==> src/rtl/cbs_pkg.sv <==
// cbs_pkg: bus-cycle table of the processor sequencer
// assumes one processor clock; each table row is one machine cycle
package cbs_pkg;
  localparam int AW = 16;
  localparam int DW = 8;
  localparam int CW = 4;
  localparam logic [CW-1:0] CYC_FIRST = 4'h1;
  localparam logic [AW-1:0] ADDR_RST = 16'h0000;
  localparam logic [AW-1:0] ONE = 16'h0001;
  localparam logic [AW-1:0] RET_STEP = 16'h0002;
  localparam logic [DW-1:0] BYTE_ZERO = 8'h00;

  typedef enum logic [1:0] {ST_IDLE, ST_RUN} cbs_state_t;

  typedef enum logic [3:0] {
    G_IMM8, G_IMM16, G_IJMP, G_IRD8, G_IRD16, G_ISTA, G_IRMW,
    G_IST16, G_IJSR, G_XJMP, G_XRD8, G_XRD16, G_XSTA, G_XRMW
  } cbs_group_t;

  // address sources
  typedef enum logic [3:0] {
    A_OPC, A_OPC1, A_OPC2, A_IDX, A_IXNC, A_IXO, A_IXO1,
    A_SP, A_SPM1, A_SPM2, A_EXT, A_EXT1
  } cbs_asrc_t;

  // meaning of the data byte
  typedef enum logic [3:0] {
    D_OPC, D_OPND, D_OPHI, D_OPLO, D_OFS, D_IRR, D_AHI, D_ALO,
    D_RETLO, D_RETHI, D_ACC, D_WHI, D_WLO, D_CUR, D_NEW
  } cbs_dkind_t;

  typedef struct packed {
    logic valid_address_strobe;
    logic rw;
    logic ins_vma;
    cbs_asrc_t asrc;
    cbs_dkind_t dk;
  } cbs_row_t;

  function automatic cbs_row_t mk(logic v, logic w, cbs_asrc_t a, cbs_dkind_t d);
    mk = '{valid_address_strobe: v, rw: w, ins_vma: 1'b0, asrc: a, dk: d};
  endfunction : mk

  function automatic logic [CW-1:0] cbs_len(cbs_group_t g);
    case (g)
      G_IMM8: cbs_len = 4'h2;
      G_IMM16, G_XJMP: cbs_len = 4'h3;
      G_IJMP, G_XRD8: cbs_len = 4'h4;
      G_IRD8, G_XRD16, G_XSTA: cbs_len = 4'h5;
      G_IRD16, G_ISTA, G_XRMW: cbs_len = 4'h6;
      G_IRMW, G_IST16: cbs_len = 4'h7;
      G_IJSR: cbs_len = 4'h8;
      default: cbs_len = CYC_FIRST;
    endcase
  endfunction : cbs_len

  function automatic cbs_row_t cbs_row(cbs_group_t g, logic [CW-1:0] c);
    cbs_row_t r;
    logic ix;
    logic xt;
    ix = g inside {G_IJMP, G_IRD8, G_IRD16, G_ISTA, G_IRMW, G_IST16, G_IJSR};
    xt = g inside {G_XJMP, G_XRD8, G_XRD16, G_XSTA, G_XRMW};
    r = mk(1'b0, 1'b1, A_OPC, D_IRR);
    if (c == CYC_FIRST) r = mk(1'b1, 1'b1, A_OPC, D_OPC);
    else if (ix && c == 4'h2) r = mk(1'b1, 1'b1, A_OPC1, D_OFS);
    else if (ix && c == 4'h3) r = mk(1'b0, 1'b1, A_IDX, D_IRR);
    else if (ix && c == 4'h4 && g != G_IJSR) r = mk(1'b0, 1'b1, A_IXNC, D_IRR);
    else if (xt && c == 4'h2) r = mk(1'b1, 1'b1, A_OPC1, D_AHI);
    else if (xt && c == 4'h3) r = mk(1'b1, 1'b1, A_OPC2, D_ALO);
    else begin
      case ({g, c})
        {G_IMM8, 4'h2}: r = mk(1'b1, 1'b1, A_OPC1, D_OPND);
        {G_IMM16, 4'h2}: r = mk(1'b1, 1'b1, A_OPC1, D_OPHI);
        {G_IMM16, 4'h3}: r = mk(1'b1, 1'b1, A_OPC2, D_OPLO);
        {G_IRD8, 4'h5}: r = mk(1'b1, 1'b1, A_IXO, D_OPND);
        {G_IRD16, 4'h5}: r = mk(1'b1, 1'b1, A_IXO, D_OPHI);
        {G_IRD16, 4'h6}: r = mk(1'b1, 1'b1, A_IXO1, D_OPLO);
        {G_ISTA, 4'h5}: r = mk(1'b0, 1'b1, A_IXO, D_IRR);
        {G_ISTA, 4'h6}: r = mk(1'b1, 1'b0, A_IXO, D_ACC);
        {G_IRMW, 4'h5}: r = mk(1'b1, 1'b1, A_IXO, D_CUR);
        {G_IRMW, 4'h6}: r = mk(1'b0, 1'b1, A_IXO, D_IRR);
        {G_IRMW, 4'h7}: r = mk(1'b1, 1'b0, A_IXO, D_NEW);
        {G_IST16, 4'h5}: r = mk(1'b0, 1'b1, A_IXO, D_IRR);
        {G_IST16, 4'h6}: r = mk(1'b1, 1'b0, A_IXO, D_WHI);
        {G_IST16, 4'h7}: r = mk(1'b1, 1'b0, A_IXO1, D_WLO);
        {G_IJSR, 4'h4}: r = mk(1'b1, 1'b0, A_SP, D_RETLO);
        {G_IJSR, 4'h5}: r = mk(1'b1, 1'b0, A_SPM1, D_RETHI);
        {G_IJSR, 4'h6}: r = mk(1'b0, 1'b1, A_SPM2, D_IRR);
        {G_IJSR, 4'h7}: r = mk(1'b0, 1'b1, A_IDX, D_IRR);
        {G_IJSR, 4'h8}: r = mk(1'b0, 1'b1, A_IXNC, D_IRR);
        {G_XRD8, 4'h4}: r = mk(1'b1, 1'b1, A_EXT, D_OPND);
        {G_XRD16, 4'h4}: r = mk(1'b1, 1'b1, A_EXT, D_OPHI);
        {G_XRD16, 4'h5}: r = mk(1'b1, 1'b1, A_EXT1, D_OPLO);
        {G_XSTA, 4'h4}: r = mk(1'b0, 1'b1, A_EXT, D_IRR);
        {G_XSTA, 4'h5}: r = mk(1'b1, 1'b0, A_EXT, D_ACC);
        {G_XRMW, 4'h4}: r = mk(1'b1, 1'b1, A_EXT, D_CUR);
        {G_XRMW, 4'h5}: r = mk(1'b0, 1'b1, A_EXT, D_IRR);
        {G_XRMW, 4'h6}: r = mk(1'b1, 1'b0, A_EXT, D_NEW);
        default: ;
      endcase
    end
    // write-back strobe level comes from the instruction
    if (r.dk == D_NEW) r.ins_vma = 1'b1;
    return r;
  endfunction : cbs_row
endpackage : cbs_pkg

==> src/rtl/cbs_bus_seq.sv <==
// cbs_bus_seq: cycle-by-cycle bus sequencer of the processor
// assumes memory answers every strobed read within the cycle
`timescale 1ns/100ps
module cbs_bus_seq (
  input wire logic i_clk_sys,
  input wire logic i_rstn,
  input wire logic i_start,
  input wire cbs_pkg::cbs_group_t i_group,
  input wire logic [cbs_pkg::AW-1:0] i_opcode_addr,
  input wire logic [cbs_pkg::AW-1:0] i_index,
  input wire logic [cbs_pkg::AW-1:0] i_stack_ptr,
  input wire logic [cbs_pkg::DW-1:0] i_accum,
  input wire logic [cbs_pkg::AW-1:0] i_store_word,
  input wire logic [cbs_pkg::DW-1:0] i_new_operand,
  input wire logic i_rmw_write,
  input wire logic [cbs_pkg::DW-1:0] i_data,
  output logic [cbs_pkg::AW-1:0] o_addr,
  output logic o_valid_address_strobe,
  output logic o_rw,
  output logic [cbs_pkg::DW-1:0] o_data,
  output logic o_data_oe,
  output cbs_pkg::cbs_dkind_t o_data_kind,
  output logic [cbs_pkg::CW-1:0] o_cycle,
  output logic o_busy,
  output logic o_last,
  output logic o_done,
  output logic [cbs_pkg::AW-1:0] o_operand,
  output logic [cbs_pkg::AW-1:0] o_target
);
  cbs_pkg::cbs_state_t st_reg;
  cbs_pkg::cbs_state_t st_next;
  cbs_pkg::cbs_group_t grp_reg;
  cbs_pkg::cbs_group_t grp_next;
  logic [cbs_pkg::CW-1:0] cyc_reg;
  logic [cbs_pkg::CW-1:0] cyc_next;
  logic [cbs_pkg::AW-1:0] opc_reg;
  logic [cbs_pkg::AW-1:0] opc_next;
  logic [cbs_pkg::AW-1:0] idx_reg;
  logic [cbs_pkg::AW-1:0] idx_next;
  logic [cbs_pkg::AW-1:0] sp_reg;
  logic [cbs_pkg::AW-1:0] sp_next;
  logic [cbs_pkg::DW-1:0] ofs_reg;
  logic [cbs_pkg::DW-1:0] ofs_next;
  logic [cbs_pkg::DW-1:0] ehi_reg;
  logic [cbs_pkg::DW-1:0] ehi_next;
  logic [cbs_pkg::DW-1:0] elo_reg;
  logic [cbs_pkg::DW-1:0] elo_next;
  logic [cbs_pkg::AW-1:0] addr_reg;
  logic [cbs_pkg::AW-1:0] addr_next;
  logic vma_reg;
  logic vma_next;
  logic rw_reg;
  logic rw_next;
  logic [cbs_pkg::DW-1:0] dout_reg;
  logic [cbs_pkg::DW-1:0] dout_next;
  logic oe_reg;
  logic oe_next;
  cbs_pkg::cbs_dkind_t dk_reg;
  cbs_pkg::cbs_dkind_t dk_next;
  logic last_reg;
  logic last_next;
  logic done_reg;
  logic [cbs_pkg::AW-1:0] opnd_reg;
  logic [cbs_pkg::AW-1:0] opnd_next;

  wire run = st_reg == cbs_pkg::ST_RUN;
  wire fin = run && (cyc_reg == cbs_pkg::cbs_len(grp_reg));
  wire go = i_start && (!run || fin);
  wire step = run && !fin;
  wire act_next = st_next == cbs_pkg::ST_RUN;
  cbs_pkg::cbs_row_t row_nx;
  wire [cbs_pkg::AW-1:0] gen_addr;
  wire [cbs_pkg::AW-1:0] ret_addr = opc_next + cbs_pkg::RET_STEP;
  wire [cbs_pkg::DW-1:0] rd_byte = i_data;

  // sequencing: a new instruction may start in the last cycle of the one before
  assign st_next = go ? cbs_pkg::ST_RUN : (fin ? cbs_pkg::ST_IDLE : st_reg);
  assign grp_next = go ? i_group : grp_reg;
  assign cyc_next = go ? cbs_pkg::CYC_FIRST : (step ? cyc_reg + 4'h1 : cyc_reg);
  assign opc_next = go ? i_opcode_addr : opc_reg;
  assign idx_next = go ? i_index : idx_reg;
  assign sp_next = go ? i_stack_ptr : sp_reg;

  // bytes read this cycle feed the next address at once
  assign ofs_next = (dk_reg == cbs_pkg::D_OFS) ? rd_byte : ofs_reg;
  assign ehi_next = (dk_reg == cbs_pkg::D_AHI) ? rd_byte : ehi_reg;
  assign elo_next = (dk_reg == cbs_pkg::D_ALO) ? rd_byte : elo_reg;

  assign row_nx = cbs_pkg::cbs_row(grp_next, cyc_next);

  cbs_addr_gen cbs_addr_gen_inst (
    .i_asrc(row_nx.asrc),
    .i_opc(opc_next),
    .i_idx(idx_next),
    .i_ofs(ofs_next),
    .i_sp(sp_next),
    .i_ext({ehi_next, elo_next}),
    .o_addr(gen_addr)
  );

  function automatic logic [cbs_pkg::DW-1:0] wr_byte(cbs_pkg::cbs_dkind_t d);
    case (d)
      cbs_pkg::D_ACC: wr_byte = i_accum;
      cbs_pkg::D_WHI: wr_byte = i_store_word[cbs_pkg::AW-1:cbs_pkg::DW];
      cbs_pkg::D_WLO: wr_byte = i_store_word[cbs_pkg::DW-1:0];
      cbs_pkg::D_NEW: wr_byte = i_new_operand;
      cbs_pkg::D_RETLO: wr_byte = ret_addr[cbs_pkg::DW-1:0];
      cbs_pkg::D_RETHI: wr_byte = ret_addr[cbs_pkg::AW-1:cbs_pkg::DW];
      default: wr_byte = dout_reg;
    endcase
  endfunction : wr_byte

  assign addr_next = act_next ? gen_addr : addr_reg;
  assign vma_next = act_next && (row_nx.ins_vma ? i_rmw_write : row_nx.valid_address_strobe);
  assign rw_next = !act_next || row_nx.rw;
  assign oe_next = !rw_next;
  always_comb dout_next = wr_byte(row_nx.dk);
  assign dk_next = act_next ? row_nx.dk : cbs_pkg::D_IRR;
  assign last_next = act_next && (cyc_next == cbs_pkg::cbs_len(grp_next));

  // operand capture; a single-byte operand clears the high byte
  assign opnd_next =
    (dk_reg == cbs_pkg::D_OPHI) ? {rd_byte, opnd_reg[cbs_pkg::DW-1:0]} :
    (dk_reg == cbs_pkg::D_OPLO) ? {opnd_reg[cbs_pkg::AW-1:cbs_pkg::DW], rd_byte} :
    (dk_reg == cbs_pkg::D_OPND || dk_reg == cbs_pkg::D_CUR) ?
      {cbs_pkg::BYTE_ZERO, rd_byte} : opnd_reg;

  always_ff @(posedge i_clk_sys) begin
    if (!i_rstn) begin
      st_reg <= cbs_pkg::ST_IDLE;
      grp_reg <= cbs_pkg::G_IMM8;
      cyc_reg <= cbs_pkg::CYC_FIRST;
      opc_reg <= cbs_pkg::ADDR_RST;
      idx_reg <= cbs_pkg::ADDR_RST;
      sp_reg <= cbs_pkg::ADDR_RST;
      ofs_reg <= cbs_pkg::BYTE_ZERO;
      ehi_reg <= cbs_pkg::BYTE_ZERO;
      elo_reg <= cbs_pkg::BYTE_ZERO;
    end else begin
      st_reg <= st_next;
      grp_reg <= grp_next;
      cyc_reg <= cyc_next;
      opc_reg <= opc_next;
      idx_reg <= idx_next;
      sp_reg <= sp_next;
      ofs_reg <= ofs_next;
      ehi_reg <= ehi_next;
      elo_reg <= elo_next;
    end
  end

  always_ff @(posedge i_clk_sys) begin
    if (!i_rstn) begin
      addr_reg <= cbs_pkg::ADDR_RST;
      vma_reg <= 1'b0;
      rw_reg <= 1'b1;
      dout_reg <= cbs_pkg::BYTE_ZERO;
      oe_reg <= 1'b0;
      dk_reg <= cbs_pkg::D_IRR;
      last_reg <= 1'b0;
      done_reg <= 1'b0;
      opnd_reg <= cbs_pkg::ADDR_RST;
    end else begin
      addr_reg <= addr_next;
      vma_reg <= vma_next;
      rw_reg <= rw_next;
      dout_reg <= dout_next;
      oe_reg <= oe_next;
      dk_reg <= dk_next;
      last_reg <= last_next;
      done_reg <= fin;
      opnd_reg <= opnd_next;
    end
  end

  assign o_addr = addr_reg;
  assign o_valid_address_strobe = vma_reg;
  assign o_rw = rw_reg;
  assign o_data = dout_reg;
  assign o_data_oe = oe_reg;
  assign o_data_kind = dk_reg;
  assign o_cycle = cyc_reg;
  assign o_busy = run;
  assign o_last = last_reg;
  assign o_done = done_reg;
  assign o_operand = opnd_reg;
  assign o_target = {ehi_reg, elo_reg};

  function automatic logic at(cbs_pkg::cbs_group_t g, logic [cbs_pkg::CW-1:0] c);
    at = run && grp_reg == g && cyc_reg == c;
  endfunction : at

  wire [cbs_pkg::AW-1:0] ext_w = {ehi_reg, elo_reg};
  wire [cbs_pkg::AW-1:0] ixo_w = idx_reg + {cbs_pkg::BYTE_ZERO, ofs_reg};
  wire [cbs_pkg::DW-1:0] nc_lo = idx_reg[cbs_pkg::DW-1:0] + ofs_reg;
endmodule : cbs_bus_seq

==> src/rtl/cbs_addr_gen.sv <==
// cbs_addr_gen: address bus value for one address source
// assumes operands come unlatched from the sequencer's next-state values
`timescale 1ns/100ps
module cbs_addr_gen (
  input wire cbs_pkg::cbs_asrc_t i_asrc,
  input wire logic [cbs_pkg::AW-1:0] i_opc,
  input wire logic [cbs_pkg::AW-1:0] i_idx,
  input wire logic [cbs_pkg::DW-1:0] i_ofs,
  input wire logic [cbs_pkg::AW-1:0] i_sp,
  input wire logic [cbs_pkg::AW-1:0] i_ext,
  output logic [cbs_pkg::AW-1:0] o_addr
);
  wire [cbs_pkg::DW-1:0] ofs_sum = i_idx[cbs_pkg::DW-1:0] + i_ofs;
  wire [cbs_pkg::AW-1:0] ixnc = {i_idx[cbs_pkg::AW-1:cbs_pkg::DW], ofs_sum};
  wire [cbs_pkg::AW-1:0] ixo = i_idx + {cbs_pkg::BYTE_ZERO, i_ofs};

  function automatic logic [cbs_pkg::AW-1:0] pick(cbs_pkg::cbs_asrc_t a);
    case (a)
      cbs_pkg::A_OPC1: pick = i_opc + cbs_pkg::ONE;
      cbs_pkg::A_OPC2: pick = i_opc + cbs_pkg::RET_STEP;
      cbs_pkg::A_IDX: pick = i_idx;
      cbs_pkg::A_IXNC: pick = ixnc;
      cbs_pkg::A_IXO: pick = ixo;
      cbs_pkg::A_IXO1: pick = ixo + cbs_pkg::ONE;
      cbs_pkg::A_SP: pick = i_sp;
      cbs_pkg::A_SPM1: pick = i_sp - cbs_pkg::ONE;
      cbs_pkg::A_SPM2: pick = i_sp - cbs_pkg::RET_STEP;
      cbs_pkg::A_EXT: pick = i_ext;
      cbs_pkg::A_EXT1: pick = i_ext + cbs_pkg::ONE;
      default: pick = i_opc;
    endcase
  endfunction : pick

  // a process, so any operand that pick reads re-evaluates the address
  always_comb o_addr = pick(i_asrc);
endmodule : cbs_addr_gen

==> config.mk <==
export PLATFORM = sky130hd
export DESIGN_NAME = cbs_bus_seq
export DESIGN_NICKNAME = d
export VERILOG_FILES = /design/src/rtl/cbs_pkg.sv /design/src/rtl/cbs_bus_seq.sv /design/src/rtl/cbs_addr_gen.sv
export SDC_FILE = /design/constraint.sdc
export NUM_CORES = 1
export LEC_CHECK = 0
export BUFFER_PORTS_ARGS = -buffer_cell sky130_fd_sc_hd__buf_2
export CAP_MARGIN = 20
export CORE_MARGIN = 3
export CORE_UTILIZATION = 55
export DETAILED_ROUTE_END_ITERATION = 10
export GPL_TIMING_DRIVEN = 0
export MAX_ROUTING_LAYER = met4
export PLACE_DENSITY = 0.79
export SLEW_MARGIN = 20
export SYNTH_ARGS = -nofsm -noshare
export SYNTH_HDL_FRONTEND = slang
export SYNTH_SLANG_ARGS = --single-unit
==> constraint.sdc <==
create_clock -name i_clk_sys -period 9.15 [get_ports i_clk_sys]
set_clock_uncertainty 0.05 [all_clocks]
set_input_delay 1.83 -clock i_clk_sys [delete_from_list [all_inputs] [get_ports i_clk_sys]]
set_output_delay 1.83 -clock i_clk_sys [all_outputs]
set_load 0.02 [all_outputs]
[After elaboration in Yosys (flattened, before gate mapping)]
Memory sizes are Yosys's and may differ from the RTL's. A register that Yosys moved wholly into a read port is not among the register bits.
Index checks and enable logic that the tools add are counted.
Storage, ports and cells
  bits in registers: 131
  bits in read-only memories: 128
  input bits: 96
  logic and storage cells: 158
  memories: 2
Memory list
  (name not given): words 16, width 4, read ports 1, clocked after Yosys merged registers in 0, write ports 0, line cbs_pkg.sv:45  | case (g)
  (name not given): words 16, width 4, read ports 1, clocked after Yosys merged registers in 1, write ports 0, line cbs_pkg.sv:45
Operators by class
  add/subtract/negate cells: 9
  equal/unequal tests: 73
  mux-type cells: 26
  bitwise logic cells: 1
  reductions and logical operators: 28
Operators with widths (count)
  $pmux 11 s24: 1
  $pmux 16 s11: 1
  $eq 8x8->1 const B: 13
  $mux 16: 6
  $eq 8x7->1 const B: 10
  $eq 4x4->1 const B: 17
  $mux 11: 6
  $add 16x1->16 const B: 3
  $eq 4x3->1 const B: 12
  $pmux 8 s6: 1
  $eq 4x2->1 const B: 8
  $mux 8: 3
  $add 16x2->16 const B: 1
  $add 16x8->16: 1
  $eq 8x5->1 const B: 2
  $mux 4: 4
  $sub 16x1->16 const B: 1
  $sub 16x2->16 const B: 1
  $eq 4x1->1 const B: 3
  $logic_and 1x1->1: 11
  $add 8x8->8: 1
  $eq 4x4->1: 2
  $eq 8x2->1 const B: 1
  $eq 8x6->1 const B: 1
  16 further kinds: 27

[Depth between registers and ports, before layout]
  word-level depth: 19
  gate-level depth with buffers: 30

[By module]
A second synthesis with hierarchy kept.
Second synthesis, totals
  cells, all modules: 1384
  area, all modules: 10664.0 µm²
Modules (own cells, without submodules)
  cbs_bus_seq: times used 1, cells an instance 885, area an instance 7307.0 µm², seq. area each 2702.6 µm²
  cbs_addr_gen: times used 1, cells an instance 499, area an instance 3357.0 µm², seq. area each 0.0 µm²

[Least setup slack after synthesis]
No wires, ideal clock.
  path kind: input to register
  start point: input i_start
  end point: register addr_reg, in the netlist o_addr[14]
  arrival time: 7.602 ns
  setup slack: 1.373 ns
  stages on the path: 24
  buffers on the path: 9
  path through: buf_1 -> nand2_2 -> buf_2 -> buf_1 -> clkbuf_1 -> clkbuf_1 -> buf_2 -> buf_2 -> buf_2 -> mux2i_1 -> inv_1 -> fa_1 -> a21o_1 -> a21oi_1 -> xor2_1 -> o22a_1 -> o22ai_1 -> a21oi_1 -> a221o_1 -> or4b_1 -> buf_2 -> nor4b_4 -> xnor2_1 -> o21ai_1
RTL lines
  from (decl): line cbs_bus_seq.sv:7  | input wire logic i_start,
  $logic_and 1x1->1 *: line cbs_bus_seq.sv:68  | wire go = i_start && (!run || fin);
  $mux 16 *: line cbs_bus_seq.sv:81  | assign idx_next = go ? i_index : idx_reg;
  named net cbs_addr_gen_inst.i_idx (one bit): line cbs_addr_gen.sv:7  | input wire logic [cbs_pkg::AW-1:0] i_idx,
  $add 16x8->16 *: line cbs_addr_gen.sv:15  | wire [cbs_pkg::AW-1:0] ixo = i_idx + {cbs_pkg::BYTE_ZERO, i_ofs};
  $add 16x1->16: line cbs_addr_gen.sv:24  | cbs_pkg::A_IXO1: pick = ixo + cbs_pkg::ONE;
  $pmux 16 s11 *: line cbs_addr_gen.sv:18  | case (a)
  to (signal assigned): line cbs_bus_seq.sv:154  | addr_reg <= cbs_pkg::ADDR_RST;
  to (signal assigned): line cbs_bus_seq.sv:164  | addr_reg <= addr_next;
  to (decl): line cbs_bus_seq.sv:48  | logic [cbs_pkg::AW-1:0] addr_reg;
Mark *: on every way through the listed nets, which the timed path passes. The rest lies on a longest branch.
A chain may end at the register's enable or synchronous reset.

[Worst setup path after layout]
  start point: input i_start
  end point: register addr_reg, in the netlist o_addr[11]
The elaborated chain is that of the path after synthesis.

==> results.yml <==
worst_setup_path:
  reg2reg_to: "o_addr[11]"
  path_common_cell: "sky130_fd_sc_hd__buf_2"
  critical_path_required_time_ps: 9470
  worstPathCellList: "buf_2 -> buf_1 -> nand2_2 -> buf_2 -> clkbuf_2 -> buf_2 -> buf_2 -> buf_2 -> mux2i_1 -> inv_1 -> fa_1 -> a21o_1 -> a21oi_1 -> nor2b_1 -> o21ai_0 -> nor2b_1 -> xnor2_1 -> a31o_2 -> o22ai_1 -> nor4_2 -> nand2_1 -> or4_1 -> nand3b_1"
  timing.critical_path.fanout_max: 19
  path_class: "primary input to register"
  critPathArrivalTime_ps: 8730
  crit_path_end_kind: "register"
  cpPeakStageDelay_ps: 600
  crit_path_start_kind: "primary input"
  regToRegStartpoint: "o_cycle[1]"
  timing.critical_path.slowest_stage_cell: "sky130_fd_sc_hd__clkbuf_2"
  number_of_cell_instances_on_the_worst_register_to_register_path: 24
  reg2reg_setup_slack_ps: 1110
cts:
  cts_hold_repair.buffers: 0
  htree_num_levels: 4
  cts.clk_slew.worst_paths_ps: 60
  insertion_delay_ps: 430
  numCtsBuffers: 17
  tritoncts: "done"
  cts.sink_count: 135
  cts_buffer_depth: 2
  clockRootBuffer: "sky130_fd_sc_hd__clkbuf_16"
placement:
  portBuffers: 165
  place_worst_setup_slack_ps: -691
  post-dp-hpwl_mm: 31.8
  routabilityCongestion: 1.09
pwr:
  pwr_cell_area_mw_per_mm2: 179
  vdd.ir_drop.worst_uv: 148
  static-leakage-power_nw: 4.77
detailed_routing:
  routed_via_density: 6.72
  via_count: 10900
  route.final.wire_length_mm: 40.7
  detail-route-antenna-nets: 0
  avgRoutedWirePerCell_um: 25.1
  drt-initial-drc-count: 1227
  drc: 0
  drtPass1Iterations: 7
synthesis:
  synthTopCellsByArea: "sky130_fd_sc_hd__dfxtp_1 28%, sky130_fd_sc_hd__mux2i_1 7.9%, sky130_fd_sc_hd__nor2b_1 5.6%"
  synth_area_leader_cell: "sky130_fd_sc_hd__dfxtp_1"
  syn_nets: 1316
  synth-seq-cells: 135
  synth.cells.most_frequent: "135 x sky130_fd_sc_hd__dfxtp_1, 105 x sky130_fd_sc_hd__nand2_1, 94 x sky130_fd_sc_hd__nor2_1, 85 x sky130_fd_sc_hd__nor2b_1, 76 x sky130_fd_sc_hd__mux2i_1"
  syn_area_per_cell_um2: 7.97
  synth_edf_count: 0
  netlist-cell-type-count: 89
  ys_async_sr_fraction_pct: 0
  syn_inst: 1202
  ys.warnings.count: 0
  most_common_cell_in_the_synthesized_netlist: "sky130_fd_sc_hd__dfxtp_1"
  synth-seq-area-share_pct: 28.2
  dominant_register_cell_in_the_synthesized_netlist: "sky130_fd_sc_hd__dfxtp_1"
  synthDominantCellAreaShare_pct: 28.2
  mappedNetlistArea_mm2: 0.00958
sta:
  final_period_minus_worst_setup_slack_ps: 8410
  fin_crit_sh_pct: 92.0
  max_clock_freq_mhz: 119
  setup_failing_eps_final: 0
  max_slew_headroom_pct: 21.5
  setup-tns-final_ps: 0
  timing.final.hold_violations: 0
  tightestPinTransition_ps: 1170
  finalWorstSetupSlack_ps: 735
  final.hold.worst_slack_ps: 435
  total_count_of_max_transition_violations_in_the_final_report: 0
  rsz0062_at_grt: "no"
layout:
  fraction_of_final_layout_cells_with_drive_strength_greater_than_1_pct: 19.2
  syn_to_final_growth_pct: 18.7
  multiInputGateArea_mm2: 0.00654
  seq_area_mm2: 0.00270
  finish.utilization_pct: 67.6
  final_nets: 1499
  filler_cell_count: 1446
min_path:
  hp-start: "o_addr[2]"
  min_path_type: "register to register"
  hold_end: "o_addr[2]"
  worst_hold_path.num_cells: 2
global_routing:
  grt_first_pass_wirelength_mm: 60.4
  globalRouteTotalUtil_pct: 43.6
  grt_pass1_vias: 10300
  grt_start_max_net_pins: 20
  grt_antenna_before_repair: 1
  globalRoute.totalOverflow: 0
floorplanning:
  die_w_um: 138
  fp-row-count: 47
  placeableCoreArea_mm2: 0.0168
  die_area_mm2: 0.0190
  die_span_in_y_um: 138
  initial_utilization_pct: 56.9
  ioPinCount: 166
outcome:
  run_status: "finished clean"
job:
  timing.max_cap.violations: 0
timing repair:
| item | CTS | global route |
|---|---|---|
| gates resized for setup | 1 | 0 |
| gates cloned | 0 | 0 |
| setup buffers | 0 | 0 |
| setup endpoints to repair | 7 | 5 |
how the worst max path moves through the flow:
| stage | depth (start not counted) | to | slack, ps | from |
|---|---|---|---|---|
| 2_1_floorplan | 24 | o_addr[14] | 1370 | i_start |
| 3_3_place_gp | 26 | o_addr[8] | -640 | i_start |
| 3_5_place_dp | 26 | o_addr[12] | -690 | i_start |
| 4_1_cts | 25 | o_addr[12] | 430 | i_start |
| 5_1_grt | 24 | o_addr[8] | 270 | i_start |
| 6_report | 23 | o_addr[11] | 740 | i_start |
area by class of cell:
type / instances / area share (%)
multi-input combinational: 977 / 57.5
sequential: 135 / 23.8
timing repair buffer: 166 / 7.33
clock buffer: 19 / 3.81
tap: 220 / 2.42
buffer: 59 / 2.21
clock inverter: 13 / 1.93
inverter: 29 / 0.958
antenna: 1 / 0.0220
worst max-delay path: cells and delay by family:
kind                       cells  cell delay [ps]
buffers and inverters          8             2850
and+or+nand+nor                7             1880
AOI/OAI and AO/OA              5             1180
adders and majority gates      1              450
muxes                          1              280
xor gates and xnor gates       1              230
where the power goes:
part | total, mW | switching, mW | internal (mW)
Combinational | 0.590 | 0.396 | 0.194
Sequential | 0.657 | 0.0268 | 0.631
Clock | 0.792 | 0.303 | 0.489
cells by family (layout without fill, tap and decap cells):
family | count (synthesis) | count (layout) | share of synthesized area [%]
buffers and inverters | 90 | 286 | 3.83
AO/OA/AOI/OAI | 328 | 328 | 24.2
XOR/XNOR | 48 | 48 | 4.47
adder cells (fa/ha/maj) | 18 | 18 | 2.43
AND/OR/NAND/NOR | 491 | 491 | 27.0
multiplexers | 92 | 92 | 9.83
other | 0 | 1 | 0
flip-flops | 135 | 135 | 28.2
through the flow:
step / cell area (um2) / instances / power, mW
after floorplan: 9580 / 1202 / 1.03
after global placement: 10700 / 1587 / 1.23
after detailed placement: 10700 / 1588 / 1.24
after CTS: 11400 / 1619 / 2.01
after global routing: 11400 / 1619 / 2.10
final: 11400 / 1619 / 2.04
routing by layer:
| metal | global-route usage (%) | up-vias | wire (um) |
|---|---|---|---|
| met5 | - | - | 0 |
| met4 | 27.8 | 0 | 3040 |
| met3 | 9.07 | 195 | 4510 |
| met2 | 65.6 | 807 | 17800 |
| met1 | 53.2 | 5055 | 15400 |
| li1 | - | 4821 | - |
layout by cell type (no fill, tap or decap), types with 10 or more instances in the layout:
cell,Yosys,routed
sky130_fd_sc_hd__o21a_1,10,10
sky130_fd_sc_hd__xnor2_1,27,27
sky130_fd_sc_hd__nand2_1,105,105
sky130_fd_sc_hd__a22oi_1,13,13
sky130_fd_sc_hd__o22ai_1,13,13
sky130_fd_sc_hd__a221o_1,10,10
sky130_fd_sc_hd__inv_1,26,26
sky130_fd_sc_hd__and2_1,31,31
sky130_fd_sc_hd__nand4_1,10,10
sky130_fd_sc_hd__ha_1,17,17
sky130_fd_sc_hd__mux2_2,16,16
sky130_fd_sc_hd__xor2_1,20,20
sky130_fd_sc_hd__nor2b_1,85,85
sky130_fd_sc_hd__nor3_1,43,39
sky130_fd_sc_hd__nand3_1,35,35
sky130_fd_sc_hd__mux2i_1,76,76
sky130_fd_sc_hd__nand2b_1,12,12
sky130_fd_sc_hd__clkbuf_1,46,46
sky130_fd_sc_hd__and3_1,12,12
sky130_fd_sc_hd__a211oi_1,16,16
sky130_fd_sc_hd__buf_2,11,176
sky130_fd_sc_hd__dfxtp_1,135,135
sky130_fd_sc_hd__o21ai_0,68,68
sky130_fd_sc_hd__o211ai_1,15,15
sky130_fd_sc_hd__a31oi_1,21,21
sky130_fd_sc_hd__a21oi_1,59,59
sky130_fd_sc_hd__nor2_1,94,94
sky130_fd_sc_hd__clkbuf_16,0,17
Note: power is estimated with default switching activity, not from simulation.
